--- src/logic/paged_regs_pkg.sv ---
// Package for the paged register bank: addresses, field positions, reset values, format codes.
// Assumes a byte-wide register port decoded inside book and page.
package paged_regs_pkg;

  // Book/page locations of each register
  localparam logic [7:0] BOOK_ZERO        = 8'h00;
  localparam logic [7:0] PAGE_ZERO        = 8'h00;
  localparam logic [7:0] PAGE_ONE         = 8'h01;
  localparam logic [6:0] ADDR_FAULT_FLAGS = 7'h6c;
  localparam logic [6:0] ADDR_LOW_POWER   = 7'h79;
  localparam logic [6:0] ADDR_BOOK_SEL    = 7'h7f;
  localparam logic [6:0] ADDR_PAGE_SEL    = 7'h00;
  localparam logic [6:0] ADDR_FORMAT      = 7'h01;
  localparam logic [6:0] ADDR_OFFSET      = 7'h03;

  // Reset values
  localparam logic [7:0] RST_FAULT_FLAGS  = 8'h00;
  localparam logic [7:0] RST_LOW_POWER    = 8'h00;
  localparam logic [7:0] RST_BOOK_SEL     = 8'h00;
  localparam logic [7:0] RST_PAGE_SEL     = 8'h01;
  localparam logic [7:0] RST_FORMAT       = 8'h10;
  localparam logic [7:0] RST_OFFSET       = 8'h00;

  // Field positions
  localparam int FLAG_A_BIT   = 3;
  localparam int FLAG_B_BIT   = 2;
  localparam int SHUTDOWN_BIT = 7;
  localparam int FMT_MSB      = 7;
  localparam int FMT_LSB      = 5;
  localparam int LEN_MSB      = 4;
  localparam int LEN_LSB      = 3;
  localparam int HIZ_BIT      = 0;

  // Serial audio format codes
  typedef enum logic [2:0] {
    FMT_I2S   = 3'h0,
    FMT_DSP   = 3'h1,
    FMT_RIGHT = 3'h2,
    FMT_LEFT  = 3'h3,
    FMT_MONO  = 3'h4
  } audio_format_t;

  // Word length codes and bit counts
  localparam logic [5:0] LEN_16 = 6'h10;
  localparam logic [5:0] LEN_20 = 6'h14;
  localparam logic [5:0] LEN_24 = 6'h18;
  localparam logic [5:0] LEN_32 = 6'h20;

  // Register access request
  typedef struct packed {
    logic       wr;
    logic       rd;
    logic [6:0] addr;
    logic [7:0] wdata;
  } reg_req_t;

  // Decoded serial port settings
  typedef struct packed {
    logic [2:0] audio_format_select;
    logic       format_valid;
    logic [5:0] word_bits;
    logic       data_out_hiz_enable;
    logic [7:0] audio_data_offset;
  } port_cfg_t;

endpackage

--- src/logic/paged_regs_asi_format.sv ---
// Paged register bank: clock fault flags, low power control, book/page select, serial audio format.
// Assumes one-cycle rd/wr strobes from the control bus front end, synchronous to I_REF_CLK.
`timescale 1ns/1ps

// How it works
// - The fault flag register keeps each flag set until a read, which returns the flags and clears them.
// - Bit 3 of the fault flag register shows whether clock fault A happened since the last read.
// - Bit 2 shows whether clock fault B happened since the last read, and all other bits read zero.
// - Bit 7 of the low power register set to 1 disables power-on reset and enters shutdown, 0 keeps normal running.
// - The book register at 0x7f picks any of 256 books for later accesses.
// - The page register at 0x00 picks the page for the next access and resets to page 1.
// - Format bits 7 to 5 pick I2S, DSP, right justified, left justified or mono PCM, higher codes reserved.
// - Word length bits 4 to 3 pick 16, 20, 24 or 32 bits, with 24 after reset.
// - Format bit 0 set makes the data output float for the leftover bit clocks of each frame.
// - The offset value delays the start of serial data, from the word clock rising edge in DSP format.
// - The offset has no effect in right justified format.
module paged_regs_asi_format (
  input  wire logic                       I_REF_CLK,       // Register clock
  input  wire logic                       I_RSTN,          // Async reset, active low
  input  wire paged_regs_pkg::reg_req_t   I_REQ,           // Register access request
  input  wire logic                       I_CLK_FAULT_A,   // Clock fault A event
  input  wire logic                       I_CLK_FAULT_B,   // Clock fault B event
  output logic [7:0]                      O_RDATA,         // Read data, registered
  output logic                            O_RVALID,        // Read data valid pulse
  output logic                            O_POR_DISABLE,   // Power-on reset disabled
  output logic                            O_SHUTDOWN,      // Low power shutdown mode
  output logic [7:0]                      O_BOOK,          // Current book
  output logic [7:0]                      O_PAGE,          // Current page
  output paged_regs_pkg::port_cfg_t       O_PORT_CFG       // Serial port settings
);

  logic [1:0] flags_reg;
  logic [1:0] flags_next;
  logic [7:0] low_power_reg;
  logic [7:0] book_reg;
  logic [7:0] page_reg;
  logic [7:0] format_reg;
  logic [7:0] offset_reg;
  logic [7:0] rdata_reg;
  logic [7:0] rdata_next;
  logic       rvalid_reg;

  // Book and page decode of the current access
  wire in_b0      = (book_reg == paged_regs_pkg::BOOK_ZERO);
  wire in_p0      = in_b0 && (page_reg == paged_regs_pkg::PAGE_ZERO);
  wire in_p1      = in_b0 && (page_reg == paged_regs_pkg::PAGE_ONE);
  wire hit_page   = (I_REQ.addr == paged_regs_pkg::ADDR_PAGE_SEL);
  wire hit_book   = in_p0 && (I_REQ.addr == paged_regs_pkg::ADDR_BOOK_SEL);
  wire hit_flags  = in_p0 && (I_REQ.addr == paged_regs_pkg::ADDR_FAULT_FLAGS);
  wire hit_lowpwr = in_p0 && (I_REQ.addr == paged_regs_pkg::ADDR_LOW_POWER);
  wire hit_format = in_p1 && (I_REQ.addr == paged_regs_pkg::ADDR_FORMAT);
  wire hit_offset = in_p1 && (I_REQ.addr == paged_regs_pkg::ADDR_OFFSET);
  wire flag_read  = I_REQ.rd && hit_flags;

  // Sticky flags, a new event wins over the read clear
  wire [1:0] flag_events = {I_CLK_FAULT_A, I_CLK_FAULT_B};
  assign flags_next = (flag_read ? 2'h0 : flags_reg) | flag_events;

  // Read mux, fault register shows only its two flags
  wire [7:0] flags_view = {4'h0, flags_reg, 2'h0};
  always_comb begin
    rdata_next = 8'h00;
    if (hit_page)
      rdata_next = page_reg;
    else if (hit_book)
      rdata_next = book_reg;
    else if (hit_flags)
      rdata_next = flags_view;
    else if (hit_lowpwr)
      rdata_next = low_power_reg;
    else if (hit_format)
      rdata_next = format_reg;
    else if (hit_offset)
      rdata_next = offset_reg;
  end

  // Flag and read data registers
  always_ff @(posedge I_REF_CLK or negedge I_RSTN) begin
    if (!I_RSTN) begin
      flags_reg  <= 2'h0;
      rdata_reg  <= 8'h00;
      rvalid_reg <= 1'b0;
    end else begin
      flags_reg  <= flags_next;
      rvalid_reg <= I_REQ.rd;
      if (I_REQ.rd)
        rdata_reg <= rdata_next;
    end
  end

  // Checks on the sticky flags and the read port
  property p_flag_sticky;
    @(posedge I_REF_CLK) disable iff (!I_RSTN)
      (flags_reg[1] && !flag_read) |=> flags_reg[1];
  endproperty
  a_flag_sticky: assert property (p_flag_sticky) else $error("flag a dropped before read");

  property p_flag_sticky_b;
    @(posedge I_REF_CLK) disable iff (!I_RSTN)
      (flags_reg[0] && !flag_read) |=> flags_reg[0];
  endproperty
  a_flag_sticky_b: assert property (p_flag_sticky_b) else $error("flag b dropped before read");

  property p_flag_clear;
    @(posedge I_REF_CLK) disable iff (!I_RSTN)
      (flag_read && !I_CLK_FAULT_A) |=> !flags_reg[1];
  endproperty
  a_flag_clear: assert property (p_flag_clear) else $error("flag a not cleared by read");

  property p_flag_clear_b;
    @(posedge I_REF_CLK) disable iff (!I_RSTN)
      (flag_read && !I_CLK_FAULT_B) |=> !flags_reg[0];
  endproperty
  a_flag_clear_b: assert property (p_flag_clear_b) else $error("flag b not cleared by read");

  property p_flag_set_a;
    @(posedge I_REF_CLK) disable iff (!I_RSTN)
      I_CLK_FAULT_A |=> flags_reg[1];
  endproperty
  a_flag_set_a: assert property (p_flag_set_a) else $error("fault a not caught");

  property p_flag_set_b;
    @(posedge I_REF_CLK) disable iff (!I_RSTN)
      I_CLK_FAULT_B |=> flags_reg[0];
  endproperty
  a_flag_set_b: assert property (p_flag_set_b) else $error("fault b not caught");

  property p_flag_no_raise;
    @(posedge I_REF_CLK) disable iff (!I_RSTN)
      (!I_CLK_FAULT_A && !flags_reg[1]) |=> !flags_reg[1];
  endproperty
  a_flag_no_raise: assert property (p_flag_no_raise) else $error("flag a set without event");

  property p_flag_read_a;
    @(posedge I_REF_CLK) disable iff (!I_RSTN)
      flag_read |=> O_RDATA[paged_regs_pkg::FLAG_A_BIT] == $past(flags_reg[1]);
  endproperty
  a_flag_read_a: assert property (p_flag_read_a) else $error("fault a read wrong");

  property p_flag_read_b;
    @(posedge I_REF_CLK) disable iff (!I_RSTN)
      flag_read |=> (O_RDATA[paged_regs_pkg::FLAG_B_BIT] == $past(flags_reg[0]))
        && (O_RDATA[7:4] == 4'h0) && (O_RDATA[1:0] == 2'h0);
  endproperty
  a_flag_read_b: assert property (p_flag_read_b) else $error("fault b read wrong");

  property p_rvalid_pulse;
    @(posedge I_REF_CLK) disable iff (!I_RSTN)
      I_REQ.rd |=> O_RVALID;
  endproperty
  a_rvalid_pulse: assert property (p_rvalid_pulse) else $error("read not answered");

  property p_rvalid_idle;
    @(posedge I_REF_CLK) disable iff (!I_RSTN)
      !I_REQ.rd |=> !O_RVALID;
  endproperty
  a_rvalid_idle: assert property (p_rvalid_idle) else $error("read valid without read");

  property p_rdata_hold;
    @(posedge I_REF_CLK) disable iff (!I_RSTN)
      !I_REQ.rd |=> $stable(O_RDATA);
  endproperty
  a_rdata_hold: assert property (p_rdata_hold) else $error("read data changed without read");

  property p_unmapped_read;
    @(posedge I_REF_CLK) disable iff (!I_RSTN)
      (I_REQ.rd && !(hit_page || hit_book || hit_flags || hit_lowpwr || hit_format || hit_offset))
        |=> O_RDATA == 8'h00;
  endproperty
  a_unmapped_read: assert property (p_unmapped_read) else $error("unmapped read not zero");

  // Writable control registers, held until rewritten
  always_ff @(posedge I_REF_CLK or negedge I_RSTN) begin
    if (!I_RSTN) begin
      low_power_reg <= paged_regs_pkg::RST_LOW_POWER;
      book_reg      <= paged_regs_pkg::RST_BOOK_SEL;
      page_reg      <= paged_regs_pkg::RST_PAGE_SEL;
      format_reg    <= paged_regs_pkg::RST_FORMAT;
      offset_reg    <= paged_regs_pkg::RST_OFFSET;
    end else if (I_REQ.wr) begin
      if (hit_page)
        page_reg <= I_REQ.wdata;
      if (hit_book)
        book_reg <= I_REQ.wdata;
      if (hit_lowpwr)
        low_power_reg <= I_REQ.wdata;
      if (hit_format)
        format_reg <= I_REQ.wdata;
      if (hit_offset)
        offset_reg <= I_REQ.wdata;
    end
  end

  // Checks on the writable registers
  property p_page_write;
    @(posedge I_REF_CLK) disable iff (!I_RSTN)
      (I_REQ.wr && hit_page) |=> page_reg == $past(I_REQ.wdata);
  endproperty
  a_page_write: assert property (p_page_write) else $error("page write lost");

  property p_page_hold;
    @(posedge I_REF_CLK) disable iff (!I_RSTN)
      !(I_REQ.wr && hit_page) |=> $stable(page_reg);
  endproperty
  a_page_hold: assert property (p_page_hold) else $error("page changed unasked");

  property p_book_write;
    @(posedge I_REF_CLK) disable iff (!I_RSTN)
      (I_REQ.wr && hit_book) |=> book_reg == $past(I_REQ.wdata);
  endproperty
  a_book_write: assert property (p_book_write) else $error("book write lost");

  property p_book_hold;
    @(posedge I_REF_CLK) disable iff (!I_RSTN)
      !(I_REQ.wr && hit_book) |=> $stable(book_reg);
  endproperty
  a_book_hold: assert property (p_book_hold) else $error("book changed unasked");

  property p_shutdown;
    @(posedge I_REF_CLK) disable iff (!I_RSTN)
      (I_REQ.wr && hit_lowpwr) |=> (O_SHUTDOWN == $past(I_REQ.wdata[7]))
        && (O_POR_DISABLE == $past(I_REQ.wdata[7]));
  endproperty
  a_shutdown: assert property (p_shutdown) else $error("shutdown bit wrong");

  property p_foreign_book;
    @(posedge I_REF_CLK) disable iff (!I_RSTN)
      (I_REQ.wr && (book_reg != 8'h00) && !hit_page) |=> $stable({low_power_reg, format_reg, offset_reg});
  endproperty
  a_foreign_book: assert property (p_foreign_book) else $error("write landed outside its book");

  // Format decode
  wire [2:0] fmt_code = format_reg[paged_regs_pkg::FMT_MSB:paged_regs_pkg::FMT_LSB];
  wire [1:0] len_code = format_reg[paged_regs_pkg::LEN_MSB:paged_regs_pkg::LEN_LSB];
  wire       fmt_ok   = (fmt_code <= 3'(paged_regs_pkg::FMT_MONO));
  wire       is_right = (fmt_code == 3'(paged_regs_pkg::FMT_RIGHT));
  logic [5:0] word_bits;
  always_comb begin
    case (len_code)
      2'h0:    word_bits = paged_regs_pkg::LEN_16;
      2'h1:    word_bits = paged_regs_pkg::LEN_20;
      2'h2:    word_bits = paged_regs_pkg::LEN_24;
      2'h3:    word_bits = paged_regs_pkg::LEN_32;
      default: word_bits = paged_regs_pkg::LEN_24;
    endcase
  end

  // Outputs straight from the registers, port settings through the format decode
  assign O_RDATA       = rdata_reg;
  assign O_RVALID      = rvalid_reg;
  assign O_POR_DISABLE = low_power_reg[paged_regs_pkg::SHUTDOWN_BIT];
  assign O_SHUTDOWN    = low_power_reg[paged_regs_pkg::SHUTDOWN_BIT];
  assign O_BOOK        = book_reg;
  assign O_PAGE        = page_reg;
  assign O_PORT_CFG = '{
    audio_format_select: fmt_code,
    format_valid:        fmt_ok,
    word_bits:           word_bits,
    data_out_hiz_enable: format_reg[paged_regs_pkg::HIZ_BIT],
    audio_data_offset:   is_right ? 8'h00 : offset_reg
  };

  // Checks on the decoded port settings
  property p_len_map;
    @(posedge I_REF_CLK) disable iff (!I_RSTN)
      (len_code == 2'h2) |-> O_PORT_CFG.word_bits == 6'h18;
  endproperty
  a_len_map: assert property (p_len_map) else $error("word length wrong");

  property p_len_16;
    @(posedge I_REF_CLK) disable iff (!I_RSTN)
      (len_code == 2'h0) |-> O_PORT_CFG.word_bits == 6'h10;
  endproperty
  a_len_16: assert property (p_len_16) else $error("short word length wrong");

  property p_len_32;
    @(posedge I_REF_CLK) disable iff (!I_RSTN)
      (len_code == 2'h3) |-> O_PORT_CFG.word_bits == 6'h20;
  endproperty
  a_len_32: assert property (p_len_32) else $error("long word length wrong");

  property p_right_no_offset;
    @(posedge I_REF_CLK) disable iff (!I_RSTN)
      is_right |-> O_PORT_CFG.audio_data_offset == 8'h00;
  endproperty
  a_right_no_offset: assert property (p_right_no_offset) else $error("offset in right justified");

  property p_offset_pass;
    @(posedge I_REF_CLK) disable iff (!I_RSTN)
      !is_right |-> O_PORT_CFG.audio_data_offset == offset_reg;
  endproperty
  a_offset_pass: assert property (p_offset_pass) else $error("offset not passed on");

  property p_fmt_valid;
    @(posedge I_REF_CLK) disable iff (!I_RSTN)
      (fmt_code > 3'h4) |-> !O_PORT_CFG.format_valid;
  endproperty
  a_fmt_valid: assert property (p_fmt_valid) else $error("reserved format valid");

  property p_fmt_ok;
    @(posedge I_REF_CLK) disable iff (!I_RSTN)
      (fmt_code <= 3'h4) |-> O_PORT_CFG.format_valid;
  endproperty
  a_fmt_ok: assert property (p_fmt_ok) else $error("known format marked invalid");

  property p_hiz;
    @(posedge I_REF_CLK) disable iff (!I_RSTN)
      O_PORT_CFG.data_out_hiz_enable == format_reg[0];
  endproperty
  a_hiz: assert property (p_hiz) else $error("float enable wrong");

endmodule // paged_regs_asi_format

--- config.mk ---
export PLATFORM = sky130hd
export DESIGN_NAME = paged_regs_asi_format
export DESIGN_NICKNAME = d
export VERILOG_FILES = /design/src/logic/paged_regs_pkg.sv /design/src/logic/paged_regs_asi_format.sv
export SDC_FILE = /design/constraint.sdc
export NUM_CORES = 1
export LEC_CHECK = 0
export BUFFER_PORTS_ARGS = -buffer_cell sky130_fd_sc_hd__buf_2
export CAP_MARGIN = 40
export CORE_MARGIN = 10
export CORE_UTILIZATION = 47
export DETAILED_ROUTE_END_ITERATION = 8
export GPL_TIMING_DRIVEN = 0
export PLACE_DENSITY_LB_ADDON = 0.08
export SLEW_MARGIN = 5
export SYNTH_ARGS = -nofsm -noshare
export SYNTH_HDL_FRONTEND = slang
export SYNTH_SLANG_ARGS = --single-unit
--- constraint.sdc ---
create_clock -name I_REF_CLK -period 2.1 [get_ports I_REF_CLK]
set_input_delay 0.21 -clock I_REF_CLK [delete_from_list [all_inputs] [get_ports I_REF_CLK]]
set_output_delay 0.21 -clock I_REF_CLK [all_outputs]
set_load 0.02 [all_outputs]
==> qor.yml <==
status:
  outcome: "complete, no violations"
global_routing:
  grt_first_pass_wirelength_mm: 10.7
  grt_pass1_vias: 2045
  grt_remaining_overflow: 0
  grt_max_degree: 30
  antenna_found_initial: 0
  track_usage_pct: 15.1
timing:
  hold_slack_ns: 0.0233
  final-hold-violation-count: 0
  fin_crit_ns: 2.08
  finClkSkew_ns: 0.0115
  relSlewSlack_pct: 55.7
  setup_viol: 0
  tightest_slew_ns: 0.665
  rsz0062_at_grt: "yes"
  setup_tns_ns: 0
  finalCritPeriodShare_pct: 99.0
  worst_slack_ns: 0.0213
  fmax_mhz: 481
  drv_slew: 0
hold_path:
  min_from: "I_REQ[15]"
  worstHoldPathType: "primary input to flop"
setup_path:
  crit_path_start: "O_BOOK[5]"
  crit_path_end_kind: "flop"
  critPathKind: "flop to flop"
  critPathLaunchType: "flop"
  crit_arrival_ns: 2.27
  crit_fanout: 8
  timing.rr.start: "O_BOOK[5]"
  cp.required_ns: 2.29
floorplan:
  die_h_um: 93.6
  design.die.area_mm2: 0.00876
  boundaryPins: 67
  start_util_pct: 49.2
  rows: 26
  core-area_mm2: 0.00517
  fp.dieW_um: 93.6
pwr:
  total_power_mw: 2.19
  leakage_nw: 1.70
  peakVddDrop_uv: 514
  power.density_mw_per_mm2: 669
yosys:
  syn_area_mm2: 0.00254
  ys_warn_count: 0
  synth_top_area_share_pct: 48.2
  seq_area_frac_synth_pct: 50.2
  synthTopCellsByArea: "dfrtp_1, mux2_2, nor2b_1"
  synth.ff_latch_count: 51
  synth.avg_cell_area_um2: 11.8
  yosysTopAreaCell: "dfrtp_1"
  synth.distinct_cells: 37
  synth_cells: 215
routing:
  vias_per_cell: 5.30
  post_drt_wl_per_cell_um: 17.7
  drt_wl_total_mm: 6.55
  first_pass_iters: 4
  vias: 1961
  final_antenna_net_count: 0
  drtIter0Drc: 97
  route.detailed.drc: 0
finish:
  mostFrequentLayoutCells: "buf_2, dfrtp_1, mux2_2, buf_4, nor2b_1"
  design_area_mm2: 0.00327
  seqCellArea_mm2: 0.00128
  stdcell_count: 370
  diodes: 0
  fin_nets: 320
  areaGrowthSynthToFinish_pct: 28.6
  layout-drive-gt1-share_pct: 47.7
  utilization_pct: 63.3
  multi_input_area_mm2: 0.00123
  nFillCells: 424
  layout_commonest_cell: "buf_2"
clock_network:
  path_clk_slew_ns: 0.09
  cts_tree: "yes"
  numCtsBuffers: 5
  clock_path_buffers: 2
  clock_latency_ns: 0.30
  clock-sinks: 51
  root_buffer: "clkbuf_8"
  ctsHtreeMaxLevel: 2
placed_design:
  dp_hpwl_mm: 4.89
  dp_cells: 349
  placed_area_mm2: 0.00298
  gp_congestion: 0.780
  portBuffers: 61
  detailedPlace.worstSlack_ns: -0.289
job:
  maxCapViolations: 0
[metal layers]
| metal | wire length, um | share of wire, % | up-vias | global-route usage (%) |
|---|---|---|---|---|
| li1 | - | - | 953 | - |
| met1 | 3020 | 46 | 943 | 19.9 |
| met2 | 2970 | 45 | 57 | 23.0 |
| met3 | 497 | 7.6 | 8 | 5.52 |
| met4 | 69 | 1.1 | 0 | 3.92 |
| met5 | 0 | 0 | - | 0 |
[worst max-delay path: stages (launching register included)]
cell and delay, ns:
dfrtp_1 0.43, nor4_4 0.36, buf_4 0.20, nand3_4 0.15
nor4_4 0.31, buf_4 0.19, mux2_2 0.34
[final timing paths]
| kind | end | slack [ns] | depth (start not counted) |
|---|---|---|---|
| min in group asynchronous | O_RDATA[3] | 0.42 | 2 |
| max | format_reg[7] | 0.02 | 6 |
| max reg2reg | format_reg[7] | 0.02 | 6 |
| max in group asynchronous | O_PAGE[0] | 1.07 | 3 |
| min reg2reg | flags_reg[0] | 0.50 | 1 |
| min | O_RVALID | 0.02 | 1 |
[layout make-up]
type                       count  area share (%)
sequential                    51            39.1
multi-input combinational    146            37.5
tap                           70            2.68
buffer                        17            3.21
clock inverter                 2            1.07
inverter                       2           0.229
timing repair buffer          76            13.6
clock buffer                   6            2.52
[logic make-up (layout without fill, tap and decap cells)]
group	count (synthesis)	in the layout	share of synthesized area, %
simple gates	70	70	19.8
flops	51	51	50.2
mux	40	40	17.3
compound gates	34	34	8.36
buf+inv	19	103	4.18
other cells	1	2	0.147
[where the power goes]
group          internal (mW)  total (mW)  switching (mW)
combinational          0.170       0.406           0.236
clock                  0.386       0.707           0.321
sequential              1.03        1.08          0.0471
total                   1.59        2.19           0.604
[synth_stat cells, drive strengths merged]
library cell and number:
a21o 10, a21oi 7, a31oi 9, and2 1
and3 2, and4 1, and4b 1, buf 13
clkbuf 4, conb 1, dfrtp 49, dfstp 2
inv 2, mux2 32, mux2i 8, nand2 11
nand3 4, nand4 5, nor2 8, nor2b 14
nor3 9, nor3b 2, nor4 7, nor4b 4
o21ai 5, o22ai 2, o41ai 1, or4 1
[repair_timing]
item | in CTS | in global routing
hold buffers | 1 | 0
setup endpoints to repair | 32 | 32
endpoints found under the hold margin | 21 | 0
pin swaps | 5 | 5
gates resized for setup | 5 | 8
buffers inserted | 7 | 5
Power figures use the tool's default switching activity.
